`src/gms_pkg.sv`:
```
// Purpose: Shared constants and types of the operating-mode sequencer
// Assumes: 250 MHz system clock, one-second timebase derived from it
// Notes: Register map of the AXI4-Lite slave lives here
package gms_pkg;

	// ************************************************************
	// Timing
	// ************************************************************
	localparam int CLK_HZ = 250000000;
	localparam int GLOW_PHASE_INDICATION_S = 10;
	localparam int GLOW_PHASE_INDICATION_COLD_S = 40;
	localparam int OVERRIDE_S = 10;
	localparam int AUTO_DELAY_S = 5;
	localparam int CRANK_S = 5;
	localparam int STOP_S = 3;
	localparam int COOLDOWN_S = 120;
	localparam int SVC_EXT_PCT = 30;
	localparam int SVC_EXT_MAX_H = 200;
	localparam int INV_TRIP_C = 75;

	// ************************************************************
	// Register map
	// ************************************************************
	localparam logic [7:0] CTRL_OFS = 8'h00;
	localparam logic [7:0] STAT_OFS = 8'h04;
	localparam logic [7:0] SVC_OFS = 8'h08;
	localparam logic [7:0] TEMP_OFS = 8'h0c;
	localparam logic [7:0] SVCX_OFS = 8'h10;
	localparam int CTRL_AUTO_BIT = 0;
	localparam int CTRL_THREE_PH_BIT = 1;
	localparam int CTRL_DYN_BIT = 2;
	localparam logic [31:0] CTRL_RST = 32'h0000_0000;
	localparam logic [15:0] SVC_RST = 16'h01f4;
	localparam logic [7:0] COOL_RST = 8'h78;

	// ************************************************************
	// Types
	// ************************************************************
	typedef enum logic [3:0] {
		ST_OFF = 4'h0,
		ST_STANDBY = 4'h1,
		ST_GLOW_PHASE_INDICATION = 4'h3,
		ST_CRANK = 4'h2,
		ST_OVERRIDE = 4'h6,
		ST_RUN = 4'h7,
		ST_COOLDOWN = 4'h5,
		ST_STOP = 4'h4,
		ST_FAIL = 4'hc
	} gms_state_e;

	typedef enum logic [3:0] {
		IND_OFF = 4'h0,
		IND_STANDBY = 4'h1,
		IND_GLOW_PHASE_INDICATION = 4'h2,
		IND_STARTING = 4'h3,
		IND_OVERRIDE = 4'h4,
		IND_RUNNING = 4'h5,
		IND_AUTOSTART = 4'h6,
		IND_STOPPING = 4'h7,
		IND_CRANK_FAIL = 4'h8,
		IND_COOLDOWN = 4'h9
	} gms_ind_e;

	typedef enum logic [2:0] {
		SCR_DEFAULT = 3'h0,
		SCR_SERVICE = 3'h1,
		SCR_INV0 = 3'h2
	} gms_scr_e;

	typedef struct packed {
		logic power;
		logic start_stop;
		logic up;
		logic down;
	} gms_btn_s;

	typedef struct packed {
		logic glow;
		logic starter;
		logic fuel_run;
		logic speed_max;
		logic speed_idle;
		logic inverter_en;
		logic fault_eval_en;
	} gms_act_s;

	typedef struct packed {
		logic engine_running;
		logic below_freezing;
		logic head_overtemp;
		logic clutch_engaged;
	} gms_sense_s;

endpackage

```
`src/gms_btn_sync.sv`:
```
// Purpose: Two-stage synchroniser and rising-edge detector per input
// Assumes: Inputs are debounced switch levels from outside the clock domain
// Notes: Stage one feeds only stage two
`timescale 1ns/1ps
module gms_btn_sync #(
	parameter int W = 4
) (
	// Clock and reset
	input wire logic aclk,
	input wire logic aresetn,
	// Raw levels
	input wire logic [W-1:0] raw,
	// Synchronised level and one-cycle press event
	output logic [W-1:0] level,
	output logic [W-1:0] press
);
	logic [W-1:0] meta_r;
	logic [W-1:0] sync_r;
	logic [W-1:0] prev_r;

	always_ff @(posedge aclk) begin
		if (!aresetn) begin
			meta_r <= '0;
			sync_r <= '0;
			prev_r <= '0;
		end else begin
			meta_r <= raw;
			sync_r <= meta_r;
			prev_r <= sync_r;
		end
	end

	assign level = sync_r;
	assign press = sync_r & ~prev_r;
endmodule

```
`src/gms_sequencer.sv`:
```
// Operation
// Power-on enters stand-by with stand-by indication
// Stand-by: power turns off, start/stop starts
// Stand-by cursor toggles service screen
// Dynamic hours extend service 30 percent, 200h
// Pre-heat ten seconds, shown as pre-heat
// Below freezing pre-heat lasts forty seconds
// After pre-heat energise starter, show starting
// One crank attempt, failure shown, no retry
// Cursor or start/stop clears failure
// Override ten seconds, faults suppressed
// Running state shows running and load
// Cursor-up steps one or five inverter screens
// Inverter off at board 75 degrees
// Clutch engaged raises speed to maximum
// Start/stop in run stops, then stand-by
// Hot head stop starts cool-down countdown
// Cool-down disables inverter, engine idles
// Cool-down ignores automatic start requests
// Cool-down expiry or press stops engine
// Held start request starts after five seconds
// Released request stops after five seconds
// Autostart flag persists, shown instead of stand-by
// Manual start-stop in autostart drops autostart
// Status field shows every operating state
// Durations timed by divided one-second tick
// Buttons synchronised, one press one event
//
// Purpose: Operating-mode sequencer of a generator set controller
// Assumes: Autostart flag comes from nonvolatile storage via an input
// Notes: AXI4-Lite slave exposes control and status
`timescale 1ns/1ps
module gms_sequencer
	import gms_pkg::*;
#(
	parameter int TICK_CYCLES = CLK_HZ,
	parameter int COOL_SECONDS = COOLDOWN_S,
	parameter int CRANK_SECONDS = CRANK_S
) (
	// Clock and reset
	input wire logic aclk,
	input wire logic aresetn,
	// Front panel
	input wire gms_btn_s buttons,
	// Sensors and external request
	input wire gms_sense_s sense,
	input wire logic external_start_request_input,
	input wire logic [7:0] inverter_board_temp,
	input wire logic [6:0] load_percent,
	input wire logic autostart_nv,
	// Actuators and panel
	output gms_act_s act,
	output logic controller_on,
	output gms_ind_e status_ind,
	output gms_scr_e screen,
	output logic [7:0] countdown,
	output logic [6:0] load_bar,
	output logic autostart_nv_clear,
	// AXI4-Lite slave
	input wire logic [7:0] s_awaddr,
	input wire logic s_awvalid,
	output logic s_awready,
	input wire logic [31:0] s_wdata,
	input wire logic [3:0] s_wstrb,
	input wire logic s_wvalid,
	output logic s_wready,
	output logic [1:0] s_bresp,
	output logic s_bvalid,
	input wire logic s_bready,
	input wire logic [7:0] s_araddr,
	input wire logic s_arvalid,
	output logic s_arready,
	output logic [31:0] s_rdata,
	output logic [1:0] s_rresp,
	output logic s_rvalid,
	input wire logic s_rready
);

	// ************************************************************
	// Input synchronisation
	// ************************************************************
	localparam int NIN = 9;
	logic [NIN-1:0] lvl;
	logic [NIN-1:0] prs;
	gms_btn_sync #(.W(NIN)) u_sync (
		.aclk(aclk),
		.aresetn(aresetn),
		.raw({buttons, sense, external_start_request_input}),
		.level(lvl),
		.press(prs)
	);
	logic p_pwr, p_ss, p_up, p_dn;
	logic run_ok, cold, hot, clutch, req;
	assign p_pwr = prs[8];
	assign p_ss = prs[7];
	assign p_up = prs[6];
	assign p_dn = prs[5];
	assign run_ok = lvl[4];
	assign cold = lvl[3];
	assign hot = lvl[2];
	assign clutch = lvl[1];
	assign req = lvl[0];

	// ************************************************************
	// One-second tick
	// ************************************************************
	logic [31:0] div_r;
	logic tick;
	assign tick = (div_r == 32'(TICK_CYCLES - 1));
	always_ff @(posedge aclk) begin
		if (!aresetn)
			div_r <= '0;
		else if (tick)
			div_r <= '0;
		else
			div_r <= div_r + 32'h1;
	end

	// ************************************************************
	// Registers
	// ************************************************************
	logic [31:0] ctrl_r;
	logic [15:0] svc_r;
	logic [7:0] cool_r;
	logic auto_r, auto_ld_r, manual_r;
	logic [15:0] svc_ext;

	function automatic logic [15:0] svc_limit(input logic [15:0] base,
		input logic dyn);
		logic [31:0] ext;
		ext = (32'(base) * 32'(SVC_EXT_PCT)) / 32'd100;
		if (ext > 32'(SVC_EXT_MAX_H))
			ext = 32'(SVC_EXT_MAX_H);
		svc_limit = dyn ? 16'(32'(base) + ext) : base;
	endfunction
	assign svc_ext = svc_limit(svc_r, ctrl_r[CTRL_DYN_BIT]);

	// ************************************************************
	// Sequencer
	// ************************************************************
	gms_state_e st_r, st_nxt;
	logic [7:0] tmr_r, tmr_nxt;
	logic [7:0] aut_r;
	logic auto_go, auto_stop;

	// Autostart debounce: count seconds while request disagrees with state
	always_ff @(posedge aclk) begin
		if (!aresetn)
			aut_r <= '0;
		else if (!auto_r || manual_r || (req == (st_r != ST_STANDBY)))
			aut_r <= '0;
		else if (tick && aut_r < 8'(AUTO_DELAY_S))
			aut_r <= aut_r + 8'h1;
	end
	assign auto_go = auto_r && req && st_r == ST_STANDBY &&
		aut_r == 8'(AUTO_DELAY_S);
	assign auto_stop = auto_r && !req && aut_r == 8'(AUTO_DELAY_S);

	always_comb begin
		st_nxt = st_r;
		tmr_nxt = (tick && tmr_r != 8'h0) ? tmr_r - 8'h1 : tmr_r;
		case (st_r)
			ST_OFF: begin
				if (p_pwr)
					st_nxt = ST_STANDBY;
			end
			ST_STANDBY: begin
				if (p_pwr)
					st_nxt = ST_OFF;
				else if (p_ss || auto_go) begin
					st_nxt = ST_GLOW_PHASE_INDICATION;
					tmr_nxt = cold ? 8'(GLOW_PHASE_INDICATION_COLD_S)
						: 8'(GLOW_PHASE_INDICATION_S);
				end
			end
			ST_GLOW_PHASE_INDICATION: begin
				if (tmr_r == 8'h0) begin
					st_nxt = ST_CRANK;
					tmr_nxt = 8'(CRANK_SECONDS);
				end
			end
			ST_CRANK: begin
				if (run_ok) begin
					st_nxt = ST_OVERRIDE;
					tmr_nxt = 8'(OVERRIDE_S);
				end else if (tmr_r == 8'h0)
					st_nxt = ST_FAIL;
			end
			ST_FAIL: begin
				if (p_up || p_dn || p_ss)
					st_nxt = ST_STANDBY;
			end
			ST_OVERRIDE: begin
				if (tmr_r == 8'h0)
					st_nxt = ST_RUN;
			end
			ST_RUN: begin
				if (p_ss || auto_stop) begin
					if (hot) begin
						st_nxt = ST_COOLDOWN;
						tmr_nxt = 8'(COOL_SECONDS);
					end else begin
						st_nxt = ST_STOP;
						tmr_nxt = 8'(STOP_S);
					end
				end
			end
			ST_COOLDOWN: begin
				if (p_ss || tmr_r == 8'h0) begin
					st_nxt = ST_STOP;
					tmr_nxt = 8'(STOP_S);
				end
			end
			ST_STOP: begin
				if (tmr_r == 8'h0 && !run_ok)
					st_nxt = ST_STANDBY;
			end
			default: st_nxt = ST_OFF;
		endcase
	end

	always_ff @(posedge aclk) begin
		if (!aresetn) begin
			st_r <= ST_OFF;
			tmr_r <= '0;
		end else begin
			st_r <= st_nxt;
			tmr_r <= tmr_nxt;
		end
	end

	// Manual start tracking, autostart flag load and fallback
	always_ff @(posedge aclk) begin
		if (!aresetn) begin
			auto_r <= 1'b0;
			auto_ld_r <= 1'b0;
			manual_r <= 1'b0;
		end else begin
			auto_ld_r <= 1'b1;
			if (!auto_ld_r)
				auto_r <= autostart_nv;
			else if (st_r == ST_STOP && st_nxt == ST_STANDBY && manual_r)
				auto_r <= 1'b0;
			else if (st_r == ST_OFF && st_nxt == ST_STANDBY)
				auto_r <= autostart_nv | ctrl_r[CTRL_AUTO_BIT];
			if (st_r == ST_STANDBY)
				manual_r <= p_ss && st_nxt == ST_GLOW_PHASE_INDICATION;
		end
	end
	assign autostart_nv_clear = 1'b0;

	// ************************************************************
	// Screen navigation
	// ************************************************************
	logic [2:0] inv_n;
	assign inv_n = ctrl_r[CTRL_THREE_PH_BIT] ? 3'h5 : 3'h1;
	always_ff @(posedge aclk) begin
		if (!aresetn || st_r != st_nxt)
			screen <= SCR_DEFAULT;
		else if (st_r == ST_STANDBY && (p_up || p_dn))
			screen <= (screen == SCR_DEFAULT) ? SCR_SERVICE
				: SCR_DEFAULT;
		else if (st_r == ST_RUN && p_up) begin
			if (screen == SCR_DEFAULT)
				screen <= SCR_INV0;
			else if (screen - SCR_INV0 + 3'h1 >= inv_n)
				screen <= SCR_DEFAULT;
			else
				screen <= gms_scr_e'(screen + 3'h1);
		end
	end

	// ************************************************************
	// Outputs
	// ************************************************************
	logic inv_hot;
	assign inv_hot = inverter_board_temp >= 8'(INV_TRIP_C);
	always_ff @(posedge aclk) begin
		if (!aresetn) begin
			act <= '0;
			controller_on <= 1'b0;
			status_ind <= IND_OFF;
			countdown <= '0;
			load_bar <= '0;
		end else begin
			controller_on <= st_r != ST_OFF;
			act.glow <= st_r == ST_GLOW_PHASE_INDICATION;
			act.starter <= st_r == ST_CRANK;
			act.fuel_run <= st_r inside {ST_CRANK, ST_OVERRIDE,
				ST_RUN, ST_COOLDOWN};
			act.fault_eval_en <= st_r == ST_RUN;
			act.speed_idle <= st_r == ST_COOLDOWN;
			act.speed_max <= st_r == ST_RUN && clutch;
			act.inverter_en <= st_r == ST_RUN && !inv_hot;
			load_bar <= (st_r == ST_RUN) ? load_percent : 7'h0;
			countdown <= (st_r == ST_COOLDOWN) ? tmr_r : 8'h0;
			case (st_r)
				ST_STANDBY: status_ind <= auto_r ? IND_AUTOSTART
					: IND_STANDBY;
				ST_GLOW_PHASE_INDICATION: status_ind <= IND_GLOW_PHASE_INDICATION;
				ST_CRANK: status_ind <= IND_STARTING;
				ST_FAIL: status_ind <= IND_CRANK_FAIL;
				ST_OVERRIDE: status_ind <= IND_OVERRIDE;
				ST_RUN: status_ind <= IND_RUNNING;
				ST_COOLDOWN: status_ind <= IND_COOLDOWN;
				ST_STOP: status_ind <= IND_STOPPING;
				default: status_ind <= IND_OFF;
			endcase
		end
	end

	// ************************************************************
	// AXI4-Lite slave
	// ************************************************************
	logic aw_r, w_r;
	logic [7:0] awa_r;
	logic [31:0] wd_r;
	logic [3:0] ws_r;
	assign s_awready = !aw_r && !s_bvalid;
	assign s_wready = !w_r && !s_bvalid;
	assign s_arready = !s_rvalid;

	function automatic logic [31:0] merge(input logic [31:0] o,
		input logic [31:0] d, input logic [3:0] be);
		for (int i = 0; i < 4; i++)
			if (be[i])
				o[8*i +: 8] = d[8*i +: 8];
		merge = o;
	endfunction

	always_ff @(posedge aclk) begin
		if (!aresetn) begin
			aw_r <= 1'b0;
			w_r <= 1'b0;
			awa_r <= '0;
			wd_r <= '0;
			ws_r <= '0;
			s_bvalid <= 1'b0;
			s_bresp <= 2'h0;
			ctrl_r <= CTRL_RST;
			svc_r <= SVC_RST;
		end else begin
			if (s_awvalid && s_awready) begin
				aw_r <= 1'b1;
				awa_r <= s_awaddr;
			end
			if (s_wvalid && s_wready) begin
				w_r <= 1'b1;
				wd_r <= s_wdata;
				ws_r <= s_wstrb;
			end
			if (aw_r && w_r) begin
				aw_r <= 1'b0;
				w_r <= 1'b0;
				s_bvalid <= 1'b1;
				s_bresp <= 2'h0;
				if (awa_r == CTRL_OFS)
					ctrl_r <= merge(ctrl_r, wd_r, ws_r);
				else if (awa_r == SVC_OFS)
					svc_r <= 16'(merge({16'h0, svc_r}, wd_r, ws_r));
				else
					s_bresp <= 2'h2;
			end else if (s_bvalid && s_bready)
				s_bvalid <= 1'b0;
		end
	end

	always_ff @(posedge aclk) begin
		if (!aresetn) begin
			s_rvalid <= 1'b0;
			s_rdata <= '0;
			s_rresp <= 2'h0;
		end else if (s_arvalid && s_arready) begin
			s_rvalid <= 1'b1;
			s_rresp <= 2'h0;
			case (s_araddr)
				CTRL_OFS: s_rdata <= ctrl_r;
				STAT_OFS: s_rdata <= {8'h0, countdown, 8'h0, auto_r,
					screen, status_ind};
				SVC_OFS: s_rdata <= {16'h0, svc_r};
				TEMP_OFS: s_rdata <= {24'h0, inverter_board_temp};
				SVCX_OFS: s_rdata <= {16'h0, svc_ext};
				default: begin
					s_rdata <= '0;
					s_rresp <= 2'h2;
				end
			endcase
		end else if (s_rvalid && s_rready)
			s_rvalid <= 1'b0;
	end
endmodule

```
`config.mk`:
```
export PLATFORM = sky130hd
export DESIGN_NAME = gms_sequencer
export DESIGN_NICKNAME = d
export VERILOG_FILES = /design/src/gms_pkg.sv /design/src/gms_btn_sync.sv /design/src/gms_sequencer.sv
export SDC_FILE = /design/constraint.sdc
export NUM_CORES = 1
export LEC_CHECK = 0
export BUFFER_PORTS_ARGS = -buffer_cell sky130_fd_sc_hd__buf_2
export CORE_ASPECT_RATIO = 1.75
export CORE_MARGIN = 5
export CORE_UTILIZATION = 56
export CTS_BUF_LIST = sky130_fd_sc_hd__clkbuf_16
export DETAILED_ROUTE_END_ITERATION = 8
export PLACE_DENSITY = 0.88
export SYNTH_ARGS = -nofsm -noshare
export SYNTH_HDL_FRONTEND = slang
export SYNTH_HIERARCHICAL = 1
export SYNTH_SLANG_ARGS = --single-unit
```
`constraint.sdc`:
```
create_clock -name aclk -period 17.5 [get_ports aclk]
set_clock_uncertainty 0.1 [all_clocks]
set_input_delay 1.75 -clock aclk [delete_from_list [all_inputs] [get_ports aclk]]
set_output_delay 1.75 -clock aclk [all_outputs]
set_load 0.02 [all_outputs]
```
==> results.txt, run 1 <==
The run stopped with a tool error. The last stage reached was global routing (5_1_grt). The first error in the log reads "[ERROR GRT-0116] Global routing finished with congestion. Check the congestion regions in the DRC Viewer". The number of levels the H-tree was split into is 1. Global routing used 71.1% of the available tracks. The floorplan die height was 257 um. Maximum number of pins on one net before global-route repair: 111. The count of buffers from port buffering came out at 152.

The initial utilization of the core area, before any placement, comes to 56.6%. The width of the die was 151 um; the number of rows created at floorplan was 90. The congestion estimate from routability-driven global placement came to 1.09. In this run the mean area of a mapped cell was 7.56 um2.

The cell sitting at the root of the clock tree is a clkbuf_16. The cell count after synthesis came out at 2578. Detailed placement finished with a half-perimeter wire length of 60700 um. The overall overflow remaining after global route is 218, and the yosys synthesis warning count is 6. The tools report the count of boundary I/O pins as 156. Clock tree synthesis inserted a total of 19 buffers. The first-pass GRT wire length was 217000 um. The post-placement cell count was 3675; the post-detailed-placement cell area was 25100 um2.

The number of global-route vias before repair is 33700, and the synthesized cell area is 19500 um2. The tools report the number of buffers on the longest clock path as 3.
layer usage:
metal / global-route usage [%] / GRT overflow
met5: 22.9 / 1
met4: 72.8 / 92
met3: 60.8 / 1
met2: 83.6 / 117
met1: 69.8 / 7
stage by stage:
step           hold slack [ns]  TNS (ns)  setup slack (ns)  utilization (%)
2_1_floorplan            0.306     -2.46            -0.726                -
4_1_cts                  0.337     -8.61             -1.28             78.8
3_5_place_dp             0.323    -18.23             -2.01             72.9
3_3_place_gp             0.318     -7.96             -1.23             72.9
timing repair:
| item | in CTS |
|---|---|
| setup buffers | 74 |
| pin swaps | 105 |
| setup endpoints to repair | 16 |
| cloned | 2 |
| hold buffers | 0 |
| resized for setup | 182 |
==> run 2: changes to the inputs <==
- CORE_ASPECT_RATIO: 1.75 -> not set
- CORE_UTILIZATION: 56 -> 40
- CTS_BUF_LIST: sky130_fd_sc_hd__clkbuf_16 -> not set
- PLACE_DENSITY: 0.88 -> not set
- PLACE_DENSITY_LB_ADDON: not set -> 0.15
- clock period: 17.5 -> 22.8 ns (I/O delays scaled with it)
==> run 2 against run 1 <==
The run now ends clean. Synthesized cell count did not move. Area after synthesis unchanged.
==> results.txt, run 2 <==
Number of stages on the worst hold path: 1. Critical setup path kind: reg -> reg. In this run the core area contains 80 standard-cell rows.

Among the stages of the critical path, the cell type that occurs most often is a21oi_1. Of the available clock period, the critical path in the final layout requires 94.2%. The number of buffers on the longest clock path was 3. The flow ran to the end, and the final reports show no timing, DRC or antenna violations.

The worst setup path startpoint was svc_r[2]. The library cells used most frequently in the layout, excluding fill and tap cells, are 327 x nand2_1, 249 x nor2_1, 235 x dfxtp_1, 234 x a21oi_1, 152 x buf_2. The run gives 49000 um as the detailed placer's ending HPWL. After detailed routing, the number of remaining DRC violations is 0. The type of destination of the critical path is a flop. The die is 231 um tall. The per-cell via count in the routed design is 5.99. The worst register-to-register path has a setup slack of 1.32 ns. The first detailed-routing pass ran for 8 iterations. Max-slew violation count: 0. The die area came out at 53200 um2. Slew of the pin with the lowest slew margin: 1.33 ns. The maximum number of pins on one net before global-route repair is 103. The path with the worst hold slack has its endpoint at u_sync/level[6]. The yosys synthesis warning count is 6, and the number of instances in the synthesized netlist is 2578. STA classifies the critical path startpoint as a flop. Timing would allow up to 46.6 MHz.

The tools report the largest voltage drop on the vdd net as 59.2 uV. The startpoint identified for the worst hold timing path is u_sync/meta_r[6]. The routed design could run at a clock period as short as 21.48 ns. The number of clock sinks seen by CTS is 237, and the width of the die is 231 um. The initial antenna violation count is 0, and the average cell area after synthesis is 7.56 um2. After global routing the overflow that remains totals 0. First-pass GRT wire length: 102000 um. Slowest library cell on the worst path: o211ai_1. Buffers placed on the I/O ports in this run total 152.

The tree is rooted in a clkbuf_16. TritonCTS built the clock tree. The top fanout value on the critical path was 18. The number of global-route vias before repair was 19100; the fraction of layout cells with a size suffix above 1 was 14.5%. Routability-driven placement finished with a final weighted congestion of 0.923. The routed via count is 19900, and the count of endpoints failing setup in the final report is 0. Summed over all cells, the static leakage comes to 0.00862 uW.

For the filler cell count in the final layout, the log shows 4841. The synthesized netlist occupies a cell area of 19500 um2. The logs give 21.77 ns for the arrival time of data at the critical path endpoint and 0 for the antenna violation net count after detailed routing. The minimum setup slack in the final design was 1.32 ns; the core footprint was 47900 um2.

The leading cell type in the layout, fill and taps excluded is nand2_1. Number of max-capacitance violations reported: 0. The startpoint identified for the worst register-to-register timing path is svc_r[2]. Adding up every negative setup slack in the final design gives 0 ns. The logs give 22.7% for the total global-route track usage and 0.0156 ns for the pre-CTS setup slack. In this run the cell area measured after placement is 20800 um2. Counting the buffers created by CTS gives 24. The latest clock arrival within the worst-skew pair is 0.53 ns.

In this run the tightest slew margin relative to its limit is 11.4%. During I/O placement, the number of pins put on the boundary was 156. Buffers inserted to repair hold after CTS numbered 0. The class of the worst hold path was reg -> reg. The tools report the number of levels the H-tree was split into as 1.

The power density over the cells works out to 49.8 nW/um2. The area added between synthesis and finish works out to 13.1%. For this block, the initial DRC count from the detailed router was 1641.

The average wire per cell in the routed design works out to 19.1 um. The tools report the antenna diode count as 0. The initial standard-cell utilization of the core was 40.6%. The final hold violation count is 0. The number of cells on the worst reg-to-reg path is 76.

The clock slew at the register clock pins of the worst setup and hold paths was 0.07 ns; the data required time at the worst endpoint was 23.09 ns. After routing the design area is 22000 um2. After the last flow step, the layout net total stands at 2858. Wires add up to 63600 um. The endpoint identified for the worst register-to-register timing path is s_rdata[14]. The delay of the slowest cell on the worst path is 0.70 ns, and the total power is 1100 uW.
==> run 2: stage by stage <==
stage	hold slack [ns]	std cells	utilization, %
4_1_cts	0.335	3309	45.1
5_1_grt	0.349	3324	46.0
3_5_place_dp	0.320	3267	43.4
6_report	0.330	3324	46.0
2_1_floorplan	0.306	2587	-
3_3_place_gp	0.315	3267	43.4
==> run 2: layout make-up <==
| cell class | instances | area (um2) | share of cell area [%] |
|---|---|---|---|
| Clock buffer | 33 | 684 | 3.11 |
| Clock inverter | 9 | 140 | 0.636 |
| Inverter | 84 | 318 | 1.44 |
| Multi-Input combinational cell | 2140 | 14200 | 64.5 |
| Sequential cell | 237 | 4750 | 21.5 |
| Tap cell | 615 | 769 | 3.49 |
| Timing Repair Buffer | 206 | 1170 | 5.29 |
==> run 2: worst max path at each step <==
stage	to	slack (ns)	cells past startpoint
CTS	s_rdata[14]	0.14	76
finish	s_rdata[14]	1.32	76
floorplan	s_rdata[14]	3.66	82
global route	s_rdata[14]	-0.02	75
detailed placement	s_rdata[14]	0.02	76
global placement	s_rdata[14]	0.43	76
==> run 2: worst max-delay path: cells and delay by family, from the launching register on <==
family	cells	cell delay, ns
compound gates	41	10.24
xor+xnor	5	0.92
fa+ha+maj	5	2.07
buf+inv	3	0.40
flops	1	0.48
mux	4	1.17
simple gates	18	5.95
==> run 2: timing repair <==
item	CTS	global route
resized for setup	1	58
setup endpoints to repair	1	11
pin swaps	0	8
buffers inserted	0	15
==> run 2: power breakdown <==
part | switching (uW) | internal, uW
sequential | 7.87 | 423
combinational | 154 | 99.8
clock | 167 | 244
==> run 2: layer usage <==
metal,vias to the layer above,share of wire [%],GRT usage [%]
li1,9616,-,-
met1,9568,45,30.5
met2,623,46,38.0
met3,102,5.9,3.05
met4,0,2.9,6.87
met5,-,0,0
(Power assumes the default switching activity.)
